**src/verilog/adcseq_pkg.sv**
```systemverilog
// adcseq_pkg: shared constants and types for the reading sequencer
package adcseq_pkg;
	// ---------------------------------------------------------------
	// reading modes and commands
	// ---------------------------------------------------------------
	typedef enum logic [2:0] {
		one_channel_one_read_mode,
		one_channel_continuous_mode,
		multi_channel_one_pass_mode,
		multi_channel_multi_read_mode,
		multi_channel_continuous_mode
	} adcseq_mode_t;

	// ---------------------------------------------------------------
	// sizes and timing
	// ---------------------------------------------------------------
	localparam int NUM_CHANNELS    = 16;
	localparam int DELAY_CODES     = 34;
	localparam int DELAY_CODE_W    = 6;
	localparam int DELAY_CNT_W     = 15;
	localparam int SYSCLK_DIV      = 2;
	localparam int FIRST_OVERHEAD  = 4;
	localparam int NORMAL_SETTLE   = 4;
	localparam int SINGLE_SETTLE   = 1;
	localparam int FIRST_STAGE_MIN_SPS = 12000;
	localparam int CASCADE_MAX_SPS     = 9000;
	localparam logic [DELAY_CODE_W-1:0] DELAY_CODE_RST = 6'h00;
	localparam logic [NUM_CHANNELS-1:0] CH_ENABLE_RST  = 16'h0001;

	// programmable delay, system clocks per code
	function automatic logic [DELAY_CNT_W-1:0] delay_cycles(input logic [DELAY_CODE_W-1:0] c);
		logic [DELAY_CNT_W-1:0] r;
		r = 15'h0000;
		case (c)
			6'h00: r = 15'h0000;
			6'h01: r = 15'h0002;
			6'h02: r = 15'h0004;
			6'h03: r = 15'h0006;
			6'h04: r = 15'h0008;
			6'h05: r = 15'h000a;
			6'h06: r = 15'h000c;
			6'h07: r = 15'h000e;
			6'h08: r = 15'h0010;
			6'h09: r = 15'h0012;
			6'h0a: r = 15'h0014;
			6'h0b: r = 15'h001c;
			6'h0c: r = 15'h0026;
			6'h0d: r = 15'h0028;
			6'h0e: r = 15'h002a;
			6'h0f: r = 15'h0038;
			6'h10: r = 15'h0040;
			6'h11: r = 15'h004c;
			6'h12: r = 15'h005a;
			6'h13: r = 15'h0080;
			6'h14: r = 15'h009a;
			6'h15: r = 15'h00b2;
			6'h16: r = 15'h00cc;
			6'h17: r = 15'h00e0;
			6'h18: r = 15'h0100;
			6'h19: r = 15'h0166;
			6'h1a: r = 15'h0200;
			6'h1b: r = 15'h02cc;
			6'h1c: r = 15'h0400;
			6'h1d: r = 15'h0680;
			6'h1e: r = 15'h0ccc;
			6'h1f: r = 15'h1e00;
			6'h20: r = 15'h4b00;
			6'h21: r = 15'h5a00;
			default: r = 15'h0000;
		endcase
		return r;
	endfunction
endpackage

```
**src/verilog/adcseq_sync.sv**
```systemverilog
// adcseq_sync: three-stage input synchroniser with agreement filter
module adcseq_sync (
	input  wire logic sys_clk,
	input  wire logic sys_rst,
	input  wire logic pin_in,
	output logic      level_q
);
	typedef struct packed {
		logic s1;
		logic s2;
		logic s3;
		logic lvl;
	} adcseq_sync_t;

	adcseq_sync_t st_q;
	adcseq_sync_t st_d;

	// first stage feeds only the second; level moves when stages two and three agree
	always_comb
	begin
		st_d     = st_q;
		st_d.s1  = pin_in;
		st_d.s2  = st_q.s1;
		st_d.s3  = st_q.s2;
		if (st_q.s2 == st_q.s3)
		begin
			st_d.lvl = st_q.s3;
		end
	end

	always_ff @(posedge sys_clk or posedge sys_rst)
	begin
		if (sys_rst)
		begin
			st_q <= '0;
		end
		else
		begin
			st_q <= st_d;
		end
	end

	assign level_q = st_q.lvl;
endmodule // adcseq_sync

```
**src/verilog/adcseq_core.sv**
```systemverilog
// adcseq_core: reading sequencer for the converter
module adcseq_core #(
	parameter int NUM_CH = adcseq_pkg::NUM_CHANNELS
) (
	input  wire logic                                 sys_clk,
	input  wire logic                                 sys_rst,
	input  wire logic                                 cmd_one_channel_one_read,
	input  wire logic                                 cmd_one_channel_continuous,
	input  wire logic                                 cmd_multi_channel_one_pass,
	input  wire logic                                 cmd_multi_channel_multi_read,
	input  wire logic                                 cmd_multi_channel_continuous,
	input  wire logic                                 cmd_end,
	input  wire logic                                 cmd_abort,
	input  wire logic                                 trigger_source,
	input  wire logic                                 trigger_pin,
	input  wire logic [NUM_CH-1:0]                    channel_enable,
	input  wire logic [adcseq_pkg::DELAY_CODE_W-1:0]  delay_code,
	input  wire logic                                 single_cycle_settling,
	input  wire logic [31:0]                          output_rate_sps,
	input  wire logic                                 conv_done,
	output logic                                      busy,
	output logic [$clog2(NUM_CH)-1:0]                 channel_sel,
	output logic                                      channel_cfg_load,
	output logic                                      conv_start,
	output logic                                      conv_abort,
	output logic                                      result_ready,
	output logic [2:0]                                settle_samples,
	output logic                                      cascade_second_stage,
	output logic [2:0]                                active_mode
);
	localparam int CW = $clog2(NUM_CH);

	// ---------------------------------------------------------------
	// elaboration check
	// ---------------------------------------------------------------
	if (NUM_CH < 2 || NUM_CH > 32)
	begin : g_bad_num_ch
		$error("adcseq_core: NUM_CH must lie in 2..32");
	end

	typedef enum logic [2:0] {
		st_idle,
		st_overhead,
		st_config,
		st_delay,
		st_convert
	} adcseq_state_t;

	typedef struct packed {
		adcseq_state_t           state;
		adcseq_pkg::adcseq_mode_t mode;
		logic                    armed;
		logic                    end_req;
		logic                    trig_prev;
		logic [CW-1:0]           ch;
		logic [adcseq_pkg::DELAY_CNT_W-1:0] cnt;
		logic                    busy;
		logic                    cfg_load;
		logic                    start;
		logic                    abort;
		logic                    ready;
		logic [2:0]              settle;
		logic                    cascade;
	} adcseq_core_t;

	adcseq_core_t st_q;
	adcseq_core_t st_d;
	logic         trig_lvl;

	// trigger pin crosses from the host side
	adcseq_sync u_trig_sync (
		.sys_clk (sys_clk),
		.sys_rst (sys_rst),
		.pin_in  (trigger_pin),
		.level_q (trig_lvl)
	);

	// next enabled channel after a given one, wrapping; flags wrap for end of pass
	function automatic logic [CW:0] next_channel(input logic [CW-1:0] cur,
			input logic [NUM_CH-1:0] en);
		logic [CW:0] r;
		logic        found;
		int          idx;
		r     = {1'b1, cur};
		found = 1'b0;
		for (int i = 1; i <= NUM_CH; i++)
		begin
			idx = (int'(cur) + i) % NUM_CH;
			if (!found && en[idx])
			begin
				found = 1'b1;
				r     = {((int'(cur) + i) >= NUM_CH) ? 1'b1 : 1'b0, CW'(idx)};
			end
		end
		return r;
	endfunction

	// first enabled channel, channel zero when none is set
	function automatic logic [CW-1:0] first_channel(input logic [NUM_CH-1:0] en);
		logic [CW-1:0] r;
		logic          found;
		r     = '0;
		found = 1'b0;
		for (int i = 0; i < NUM_CH; i++)
		begin
			if (!found && en[i])
			begin
				found = 1'b1;
				r     = CW'(i);
			end
		end
		return r;
	endfunction

	// ---------------------------------------------------------------
	// sequencer
	// ---------------------------------------------------------------
	logic          any_cmd;
	logic          trig_rise;
	logic          start_evt;
	logic          multi;
	logic          cont;
	logic [CW:0]   nxt;

	always_comb
	begin
		st_d          = st_q;
		st_d.cfg_load = 1'b0;
		st_d.start    = 1'b0;
		st_d.abort    = 1'b0;
		st_d.ready    = 1'b0;
		st_d.trig_prev = trig_lvl;
		any_cmd = 1'b1;
		// each command selects its own mode
		if (cmd_one_channel_one_read)
		begin
			st_d.mode = adcseq_pkg::one_channel_one_read_mode;
		end
		else if (cmd_one_channel_continuous)
		begin
			st_d.mode = adcseq_pkg::one_channel_continuous_mode;
		end
		else if (cmd_multi_channel_one_pass)
		begin
			st_d.mode = adcseq_pkg::multi_channel_one_pass_mode;
		end
		else if (cmd_multi_channel_multi_read)
		begin
			st_d.mode = adcseq_pkg::multi_channel_multi_read_mode;
		end
		else if (cmd_multi_channel_continuous)
		begin
			st_d.mode = adcseq_pkg::multi_channel_continuous_mode;
		end
		else
		begin
			any_cmd = 1'b0;
		end
		if (any_cmd)
		begin
			st_d.armed = 1'b1;
		end
		trig_rise = trig_lvl && !st_q.trig_prev;
		// command pulse marks the last falling spi clock edge
		// trigger rise reuses the most recent valid command
		start_evt = trigger_source ? (trig_rise && st_q.armed) : any_cmd;
		multi = (st_d.mode == adcseq_pkg::multi_channel_one_pass_mode) ||
			(st_d.mode == adcseq_pkg::multi_channel_multi_read_mode) ||
			(st_d.mode == adcseq_pkg::multi_channel_continuous_mode);
		cont = (st_q.mode == adcseq_pkg::one_channel_continuous_mode) ||
			(st_q.mode == adcseq_pkg::multi_channel_continuous_mode);
		nxt = next_channel(st_q.ch, channel_enable);
		// filter settling follows single_cycle_settling; stage choice follows the rate setting
		st_d.settle  = single_cycle_settling ? 3'(adcseq_pkg::SINGLE_SETTLE)
			: 3'(adcseq_pkg::NORMAL_SETTLE);
		st_d.cascade = (output_rate_sps <= 32'(adcseq_pkg::CASCADE_MAX_SPS));
		case (st_q.state)
			st_idle:
			begin
				// wait for a start event
				if (start_evt)
				begin
					st_d.busy    = 1'b1;
					st_d.end_req = 1'b0;
					st_d.ch      = multi ? first_channel(channel_enable) : '0;
					// first reading carries a fixed overhead
					st_d.cnt     = adcseq_pkg::DELAY_CNT_W'(adcseq_pkg::FIRST_OVERHEAD - 1);
					st_d.state   = st_overhead;
				end
			end
			st_overhead:
			begin
				if (st_q.cnt == '0)
				begin
					st_d.state = st_config;
				end
				else
				begin
					st_d.cnt = st_q.cnt - 1'b1;
				end
			end
			st_config:
			begin
				// configuration applied before delay or conversion
				st_d.cfg_load = 1'b1;
				// delay counted in undivided system clocks
				st_d.cnt      = adcseq_pkg::delay_cycles(delay_code);
				st_d.state    = st_delay;
			end
			st_delay:
			begin
				// conversion waits for the timer
				if (st_q.cnt == '0)
				begin
					st_d.start = 1'b1;
					st_d.state = st_convert;
				end
				else
				begin
					st_d.cnt = st_q.cnt - 1'b1;
				end
			end
			st_convert:
			begin
				// conversion runs to its done flag
				if (conv_done)
				begin
					st_d.ready = 1'b1;
					if (st_q.mode == adcseq_pkg::multi_channel_one_pass_mode ||
						st_q.mode == adcseq_pkg::multi_channel_multi_read_mode ||
						st_q.mode == adcseq_pkg::multi_channel_continuous_mode)
					begin
						st_d.ch = nxt[CW-1:0];
					end
					if (st_q.end_req)
					begin
						st_d.state = st_idle;
					end
					else if (cont)
					begin
						st_d.state = st_config;
					end
					else if (st_q.mode == adcseq_pkg::multi_channel_multi_read_mode && !nxt[CW])
					begin
						st_d.state = st_config;
					end
					else
					begin
						st_d.state = st_idle;
					end
				end
			end
			default:
			begin
				st_d.state = st_idle;
			end
		endcase
		if (st_q.state != st_idle && st_d.state == st_idle)
		begin
			st_d.busy = 1'b0;
		end
		// end lets the conversion finish; abort drops it now
		if (cmd_end && st_q.state != st_idle)
		begin
			if (st_q.state == st_convert)
			begin
				st_d.end_req = !conv_done;
				// end landing with done must not let a continuous mode loop on
				if (conv_done)
				begin
					st_d.state = st_idle;
					st_d.busy  = 1'b0;
				end
			end
			else
			begin
				st_d.state = st_idle;
				st_d.busy  = 1'b0;
			end
		end
		if (cmd_abort && st_q.state != st_idle)
		begin
			st_d.abort = (st_q.state == st_convert);
			st_d.ready = 1'b0;
			st_d.state = st_idle;
			st_d.busy  = 1'b0;
		end
	end

	always_ff @(posedge sys_clk or posedge sys_rst)
	begin
		if (sys_rst)
		begin
			st_q <= '0;
		end
		else
		begin
			st_q <= st_d;
		end
	end

	// ---------------------------------------------------------------
	// outputs, all from flip-flops
	// ---------------------------------------------------------------
	assign busy                 = st_q.busy;
	assign channel_sel          = st_q.ch;
	assign channel_cfg_load     = st_q.cfg_load;
	assign conv_start           = st_q.start;
	assign conv_abort           = st_q.abort;
	assign result_ready         = st_q.ready;
	assign settle_samples       = st_q.settle;
	assign cascade_second_stage = st_q.cascade;
	assign active_mode          = st_q.mode;
endmodule // adcseq_core

```
**config.mk**
```make
export PLATFORM = sky130hd
export DESIGN_NAME = adcseq_core
export DESIGN_NICKNAME = d
export VERILOG_FILES = /design/src/verilog/adcseq_pkg.sv /design/src/verilog/adcseq_sync.sv /design/src/verilog/adcseq_core.sv
export SDC_FILE = /design/constraint.sdc
export NUM_CORES = 1
export LEC_CHECK = 0
export BUFFER_PORTS_ARGS = -buffer_cell sky130_fd_sc_hd__buf_4
export CAP_MARGIN = 20
export CORE_MARGIN = 5
export CORE_UTILIZATION = 59
export CTS_CLUSTER_DIAMETER = 50
export DETAILED_ROUTE_END_ITERATION = 8
export GPL_ROUTABILITY_DRIVEN = 0
export MAX_ROUTING_LAYER = met4
export PLACE_DENSITY = 0.89
export SKIP_CTS_REPAIR_TIMING = 1
export SLEW_MARGIN = 20
export SYNTH_ARGS = -nofsm -noshare
export SYNTH_HDL_FRONTEND = slang
export SYNTH_HIERARCHICAL = 1
export SYNTH_SLANG_ARGS = --single-unit
export TNS_END_PERCENT = 1
```
**constraint.sdc**
```tcl
create_clock -name sys_clk -period 5.31 [get_ports sys_clk]
set_input_delay 0 -clock sys_clk [delete_from_list [all_inputs] [get_ports sys_clk]]
set_output_delay 0 -clock sys_clk [all_outputs]
set_load 0.01 [all_outputs]
```
After elaboration in Yosys (flattened, before gate mapping)
Memories as Yosys holds them, arrays and structs flattened.
Cells that the tools add are included.
{"block": "word_totals", "n_memories": 1, "romBits": 832, "output_inout_bits": 16, "reg_bits": 41}
{"memory": "(no name shown)", "words": 64, "width": 13, "rd": 1, "rd_clocked_by_memory_dff": 0, "write_ports": 0, "line": "adcseq_pkg.sv:34", "text": "case (c)"}
{"block": "classes", "n_lt_le_gt_ge": 33, "mux": 202, "add_sub_neg": 17, "bitwise_logic": 16, "eq_ne": 17, "reduce_logical": 99}
{"op": "$mux 1", "count": 130}
{"op": "$lt 5x6->1 const B", "count": 16}
{"op": "$mux 5", "count": 16}
{"op": "$ge 5x5->1 const B", "count": 15}
{"op": "$mux 4", "count": 17}
{"op": "$bmux 1 s4", "count": 16}
{"op": "$reduce_or 4->1", "count": 16}
{"op": "$pmux 15 s3", "count": 1}
{"op": "$mux 3", "count": 14}
{"op": "$add 4x4->5 const B", "count": 8}
{"op": "$logic_and 1x1->1", "count": 36}
{"op": "$logic_not 1->1", "count": 33}
{"op": "$le 32x14->1 const B", "count": 1}
{"op": "$add 4x3->5 const B", "count": 4}
{"op": "$mux 20", "count": 1}
{"op": "$eq 3x2->1 const B", "count": 6}
{"op": "$ne 17x17->1 const B", "count": 1}
{"op": "$and 1x1->1 const A", "count": 16}
{"op": "$logic_not 15->1", "count": 1}
{"op": "$mux 15", "count": 1}
{"op": "$pmux 3 s5", "count": 1}
{"op": "$sub 15x1->15 const B", "count": 1}
{"op": "$add 4x2->5 const B", "count": 2}
{"op": "$eq 3x3->1 const B", "count": 3}
{"op": "15 further kinds", "count": 28}

Depth between registers and ports, before layout
Gate-level depths: netlist of the first run.
{"block": "depth", "ltp_word": 89, "depth_mapped": 17}

Modules after synthesis
The synthesis of the first run kept the hierarchy.
{"module": "adcseq_core", "instances": 1, "seq_area_each_um2": 900.9, "area_per_inst_um2": 4973.5, "cells_each": 616}
{"module": "adcseq_sync", "instances": 1, "seq_area_each_um2": 100.1, "area_per_inst_um2": 115.1, "cells_each": 6}

Worst setup path before layout of the first run
OpenSTA, ideal clock, no wires.
{"block": "synth_timing", "path_type": "reg2reg", "startpoint": "register st_q (netlist bit channel_sel[1])", "endpoint": "register st_q (netlist bit channel_sel[1])", "setup_slack_ps": 787, "required_time_ps": 5226, "setup_time_ps": 84, "arrival_ps": 4438, "stages_incl_launch_ff": 15, "path_cell_list": "dfrtp_1 -> buf_2 -> buf_2 -> clkinv_1 -> ha_1 -> clkbuf_1 -> mux4_2 -> mux4_2 -> or4_1 -> buf_2 -> or3_1 -> buf_2 -> o211a_1 -> o21ai_1 -> mux2i_1"}
{"block": "synth_via", "elab_chain_cells": 53, "elab_cells_between_ends": 130, "cone_classes": "16 x add/sub; 1 x eq/ne; 82 x mux; 31 x reduce/logical"}
{"item": "from (decl)", "line": "adcseq_core.sv:66", "text": "adcseq_core_t st_q;"}
{"item": "from (signal assigned)", "line": "adcseq_core.sv:298", "text": "st_q <= st_d;"}
{"item": "$add 4x1->5"}
{"item": "$bmux 1 s4", "line": "adcseq_core.sv:89", "text": "if (!found && en[idx])"}
{"item": "$mux 1 (not written as such) (2 in series)", "line": "adcseq_core.sv:89"}
{"item": "$mux 1", "line": "adcseq_core.sv:89"}
{"item": "$logic_not 1->1", "line": "adcseq_core.sv:89"}
{"item": "$logic_and 1x1->1", "line": "adcseq_core.sv:89"}
{"item": "$mux 1", "line": "adcseq_core.sv:89"}
{"item": "$logic_not 1->1", "line": "adcseq_core.sv:89"}
{"item": "(+36 left out)"}
{"item": "$logic_and 1x1->1", "line": "adcseq_core.sv:89"}
{"item": "$mux 1", "line": "adcseq_core.sv:89"}
{"item": "$logic_not 1->1", "line": "adcseq_core.sv:89"}
{"item": "$logic_and 1x1->1", "line": "adcseq_core.sv:89"}
{"item": "$mux 5", "line": "adcseq_core.sv:89"}
{"item": "$mux 4", "line": "adcseq_core.sv:229", "text": "if (st_q.mode == adcseq_pkg::multi_channel_one_pass_mode ||"}
{"item": "$mux 4", "line": "adcseq_core.sv:226", "text": "if (conv_done)"}
{"item": "$pmux 4 s2", "line": "adcseq_core.sv:177", "text": "case (st_q.state)"}
Parallel ways exist; a longest one is shown, timed or not. The select of a mux whose other input is x is not followed.
A chain may end at the register's enable or synchronous reset.

Worst setup path in the final report of the first run
Same ends and word-level chain as after synthesis.

==> results.json, run 1 <==
{
  "timing.fmax_mhz": 213,
  "synthAdderAreaFrac_pct": 4.89,
  "crit_path_start_kind": "flop",
  "drt_iter0_drc": 790,
  "rsz0062_at_grt": "no",
  "final-setup-viol-count": 0,
  "root_buffer": "clkbuf_8",
  "leakage_nw": 2.42,
  "coreArea_sq_um": 8300,
  "peakVddDrop_mv": 0.196,
  "setup.worst_path.class": "reg -> reg",
  "tightest_slew_ns": 0.813,
  "synth_area_per_cell_sq_um": 8.18,
  "dieArea_sq_um": 10600,
  "ys_warn_count": 6,
  "finalCriticalPeriod_ns": 4.70,
  "synthArstFlopShare_pct": 100,
  "whs_ns": 0.00657,
  "holdPathStages": 2,
  "port_buffers": 81,
  "dp_hpwl_um": 12100,
  "r2r-end": "channel_sel[1]",
  "htreeDepth": 2,
  "synth_cell_types": 79,
  "die_height_um": 103,
  "placementRows": 33,
  "clk_latency_ns": 0.30,
  "maxSlewViolCount": 0,
  "layout_common_cells": "91 x buf_4, 67 x nor2_1, 57 x o21ai_0",
  "synthSimpleGateAreaFrac_pct": 20.9,
  "initial_core_util_pct": 61.3,
  "grt_pass1_vias": 5269,
  "ant_nets": 0,
  "hold_violations": 0,
  "grt_usage_pct": 31.3,
  "syn_nets": 708,
  "min_to": "result_ready",
  "overflow": 0,
  "wire_per_inst_um": 20.3,
  "synth_top_area_share_pct": 19.7,
  "first_pass_iters": 9,
  "max_cap_viol_count": 0,
  "power_mw": 2.27,
  "synth_top_flop_cell": "dfrtp_1",
  "cts.sinks": 40,
  "yosysSeqAreaShare_pct": 19.7,
  "num_io_pins": 83,
  "r2r_start": "channel_sel[1]",
  "synthCells": 622,
  "synth_top_family_by_area": "compound AO/OA/AOI/OAI gates",
  "status": "finished with violations",
  "power_density_nw_per_um2": 388,
  "slew_headroom_pct": 45.4,
  "skew_ns": 0.00637,
  "r2r_cells": 12,
  "tns_ns": 0,
  "drc": 1,
  "die_width_um": 103,
  "area_delta_synth_final_pct": 14.9,
  "yosysTopAreaCell": "dfrtp_1",
  "synth-edff-count": 0,
  "hold_start": "conv_done",
  "viasPerCell": 7.03,
  "wirelength_um": 16100,
  "cp.required_ns": 5.47,
  "nNetsFinal": 773,
  "numCtsBuffers": 5,
  "holdCritPathClass": "in -> reg",
  "clk_pin_slew_ns": 0.08,
  "violations": "design-rule violations",
  "endpoint_kind": "flop",
  "layout_commonest_cell": "buf_4",
  "synth_xor_area_share_pct": 2.24,
  "grt_max_degree": 37,
  "ys_seq_elements": 40,
  "grt_pass1_wl_um": 25700,
  "cts.path.max_buffers": 2,
  "synth.area.top_cells": "dfrtp_1 20%, mux4_2 13%, mux2i_1 6.5%",
  "arrival_ns": 4.87,
  "path_max_fanout": 19,
  "n_antenna_cell": 0,
  "fin_crit_sh_pct": 88.6,
  "antenna_found_initial": 0,
  "netlist_area_sq_um": 5090,
  "layout-drive-gt1-share_pct": 21.2,
  "synth_mux_area_share_pct": 21.8,
  "regToRegSetupSlack_ns": 0.61,
  "cts_tree": "done",
  "synth_compound_area_share_pct": 24.0,
  "vias": 5575
}
## per-stage QoR
stage | instance area, sq um | instances | setup slack, ns | utilization [%]
after floorplan | 5090 | 622 | 0.787 | -
after global placement | 5680 | 777 | 0.973 | 68.5
after detailed placement | 5680 | 777 | 0.755 | 68.5
after CTS | 5770 | 785 | 0.728 | 69.5
after global routing | 5850 | 793 | 0.308 | 70.5
final | 5850 | 793 | 0.607 | 70.5
## metal layers
layer / share of wire [%] / global-route usage (%) / vias to the layer above
met5: 0 / - / -
met4: 4.7 / 12.8 / 0
met3: 12 / 8.05 / 98
met2: 45 / 47.1 / 424
met1: 38 / 40.5 / 2577
li1: - / - / 2476
## cell usage after synthesis, types with 10 or more instances
library cell and instances:
nor2_1 67, o21ai_0 57, nand2_1 47, a21oi_1 42, dfrtp_1 40, mux2i_1 33, mux4_2 29, inv_1 26
nor3_1 21, clkbuf_1 19, ha_1 19, nor4_1 13, mux2_2 11, nand2b_1 11, a211oi_1 10, buf_4 10
## worst max-delay path, stage by stage, from the launching register on
cell and delay [ns]:
dfrtp_1 0.33, buf_4 0.26, clkinv_1 0.14, ha_1 0.72, mux4_2 0.63, mux2i_1 0.36, mux2i_1 0.30, or4_1 0.71
nor3_2 0.46, a21oi_1 0.22, o2bb2ai_1 0.19, o41ai_1 0.10, mux2i_1 0.13
## flip-flops by register name, summed over array words and instances (netlist names)
signal	count
cascade_second_stage	1
channel_cfg_load	1
channel_sel	4
settle_samples	2
u_trig_sync/level_q	1
result_ready	1
u_trig_sync/st_d	2
active_mode	3
st_q	21
busy	1
conv_abort	1
u_trig_sync/st_q	1
conv_start	1
## cell families after synthesis
group	after synthesis
mux	73
xor+xnor	13
other cells	1
fa+ha+maj	20
buf+inv	69
compound gates	190
simple gates	216
flops	40
## where the power goes
group	internal (mW)	total [mW]	switching [mW]
Clock	0.0941	0.209	0.115
Combinational	0.634	1.65	1.01
Sequential	0.355	0.412	0.0563
## how the worst max path moves through the flow
stage | startpoint | end | slack [ns] | cells past startpoint
6_report | channel_sel[1] | channel_sel[1] | 0.61 | 12
5_1_grt | channel_sel[1] | channel_sel[0] | 0.31 | 12
4_1_cts | channel_sel[1] | channel_sel[1] | 0.73 | 11
3_5_place_dp | channel_sel[1] | channel_sel[1] | 0.76 | 11
2_1_floorplan | channel_sel[1] | channel_sel[1] | 0.79 | 14
3_3_place_gp | channel_sel[1] | channel_sel[1] | 0.97 | 11
## cell type report
cell class / instances / area [sq um]
clock buffers: 7 / 76.3
clock inverters: 1 / 8.76
fillers: 629 / 2450
inverters: 28 / 105
multi-input cells: 513 / 3760
flip-flops and latches: 40 / 1000
well taps: 105 / 131
repair buffers: 99 / 763
Power figures use the tool's default switching activity.
==> run 2, diff against run 1 <==
ABC_AREA = 1   (was default)
CORE_UTILIZATION = 58   (was 59)
PLACE_DENSITY = 0.88   (was 0.89)
==> run 2 against run 1 <==
Worst hold slack barely moved. Area after synthesis is 7.3% lower. Maximum frequency grew 12%. Total power up 50%. Core utilization up 0.11 points. Critical path depth up 14. The flow now finishes without violations. Synthesized cell count up 28%. Highest routed layer unchanged. Critical endpoint is now busy. Cell area decreased by 5.8%. Die area fell by 5.2%. Sequential power rose by 16%. Flip-flop and latch count unchanged.
==> results.json, run 2 <==
{
  "status": "completed",
  "yosys.cell_count.top_type": "nand2_1",
  "layout-drive-gt1-share_pct": 14.4,
  "synth_top_flop_cell": "dfrtp_1",
  "dp_cells": 958,
  "grtUsageMet2_pct": 48.0,
  "fillCellCount": 663,
  "cp.required_ns": 5.50,
  "leakage_nw": 2.93,
  "yosysSeqAreaShare_pct": 21.2,
  "vias": 5797,
  "first_pass_iters": 6,
  "cts_tree": "done",
  "largest_reg_flops": 21,
  "final_cells": 974,
  "antenna_found_initial": 0,
  "grt_pass1_vias": 5532,
  "use_met3_pct": 2.92,
  "power_density_nw_per_um2": 616,
  "layout_commonest_cell": "nand2_1",
  "crit_path_start_kind": "flop",
  "cpMaxStageDelayCell": "dfrtp_1",
  "coreArea_sq_um": 7810,
  "overflow": 0,
  "wire_per_inst_um": 15.2,
  "timing.fmax_mhz": 238,
  "wirelength_um": 14800,
  "path_max_fanout": 17,
  "tns_ns": 0,
  "top_register": "st_q",
  "multi_input_area_sq_um": 3130,
  "synth-edff-count": 0,
  "die_width_um": 100,
  "grt_pass1_wl_um": 24400,
  "yosys-top-cells-count": "197 x nand2_1, 105 x inv_1, 98 x nand3_1, 88 x nor2_1, 63 x o21ai_0",
  "dp_hpwl_um": 11700,
  "clk_pin_slew_ns": 0.08,
  "final-setup-viol-count": 0,
  "r2r_start": "channel_sel[1]",
  "tightest_slew_ns": 0.604,
  "yosysTopAreaCell": "dfrtp_1",
  "max_cap_viol_count": 0,
  "synth.area.top_cells": "dfrtp_1 21%, nand2_1 16%, nand3_1 10%",
  "clk_latency_ns": 0.29,
  "setup.worst_path.class": "reg -> reg",
  "hold_violations": 0,
  "synth_cell_types": 55,
  "synthArstFlopShare_pct": 100,
  "crit_path_start": "channel_sel[1]",
  "nNetsFinal": 958,
  "grt_max_degree": 37,
  "viasPerCell": 5.95,
  "ant_nets": 0,
  "cp_common_cell": "nand2_1",
  "cts.sinks": 40,
  "busiest_layer": "met2",
  "initial_core_util_pct": 60.4,
  "maxSlewViolCount": 0,
  "slowest_delay_ns": 0.72,
  "numCtsBuffers": 5,
  "root_buffer": "clkbuf_8",
  "cts.path.max_buffers": 2,
  "port_buffers": 81,
  "synth_area_per_cell_sq_um": 5.93,
  "dieArea_sq_um": 10000,
  "fin_crit_sh_pct": 79.2,
  "syn_nets": 881,
  "arrival_ns": 4.40,
  "endpoint_kind": "flop",
  "netlist_area_sq_um": 4720,
  "final_core_util_pct": 70.6,
  "grt_usage_pct": 29.9,
  "synthCells": 795,
  "htreeDepth": 2,
  "peakVddDrop_mv": 0.335,
  "register_area_sq_um": 1000,
  "drt_iter0_drc": 554,
  "skew_ns": 0.00363,
  "placementRows": 32,
  "n_antenna_cell": 0,
  "synth_top_area_share_pct": 21.2,
  "regToRegSetupSlack_ns": 1.10,
  "hold_start": "cmd_end",
  "ys_warn_count": 6,
  "die_height_um": 100,
  "slew_headroom_pct": 59.7,
  "rsz0062_at_grt": "no",
  "grtUsageMet1_pct": 39.5,
  "drc": 0,
  "ys_seq_elements": 40,
  "area_delta_synth_final_pct": 16.8,
  "layout_common_cells": "197 x nand2_1, 105 x inv_1, 98 x nand3_1",
  "holdCritPathClass": "in -> reg",
  "finalCriticalPeriod_ns": 4.21,
  "num_io_pins": 83
}
run 2: changes by cell type in the layout (fill, tap and decap cells not counted), sizes merged, moves of 10 or more:
cell	before	now
mux4	29	0
nor2	67	96
mux2i	33	0
nand2b	11	0
mux2	11	0
nand2	47	203
nor4	14	4
nand3	8	100
inv	27	110
run 2: cell families after synthesis:
group / synth area share (%)
xor+xnor: 0.902
buf+inv: 12.4
other cells: 0.0795
simple gates: 41.9
fa+ha+maj: 5.04
compound gates: 18.5
flops: 21.2
run 2: cell type report:
class	count	area share [%]
well taps	102	2.32
flip-flops and latches	40	18.2
repair buffers	95	13.4
clock inverters	2	0.227
clock buffers	5	1.25
inverters	114	7.84
multi-input cells	616	56.8
run 2: worst paths after layout:
check                                       to  cells past startpoint
max reg2reg                               busy                     26
max in group asynchronous           conv_start                      4
max                                       busy                     26
min in group asynchronous  u_trig_sync/st_d[2]                      3
min reg2reg                u_trig_sync/st_d[1]                      0
min                                   st_q[29]                      3
run 2: through the flow:
| stage | cell area, sq um | hold slack (ns) | power, mW | setup slack, ns |
|---|---|---|---|---|
| floorplan | 4720 | -0.234 | 2.47 | 2.09 |
| global placement | 5340 | -0.101 | 3.01 | 1.47 |
| detailed placement | 5340 | -0.0895 | 3.09 | 1.29 |
| CTS | 5420 | -0.405 | 3.29 | 1.28 |
| global route | 5510 | 0.0140 | 3.70 | 0.647 |
| finish | 5510 | 0.00675 | 3.39 | 1.10 |
run 2: layer usage:
layer	wire, um	vias up
met1	6130	2610
met2	6870	343
met5	0	-
li1	-	2775
met3	1260	69
met4	527	0
run 2: report_power, final:
part           switching (mW)  total [mW]  leakage, nW  internal (mW)
combinational            1.86        2.72         2.37          0.863
clock                   0.103       0.192       0.0400         0.0889
sequential             0.0903       0.478        0.516          0.388
total                    2.05        3.39         2.93           1.34
run 2: critical path: cells and delay by family (launching register included):
kind	cells	cell delay, ns
buffers and inverters	3	0.55
flip-flops	1	0.72
AND/OR/NAND/NOR	21	2.24
adder cells (fa/ha/maj)	1	0.46
AO/OA/AOI/OAI	1	0.11
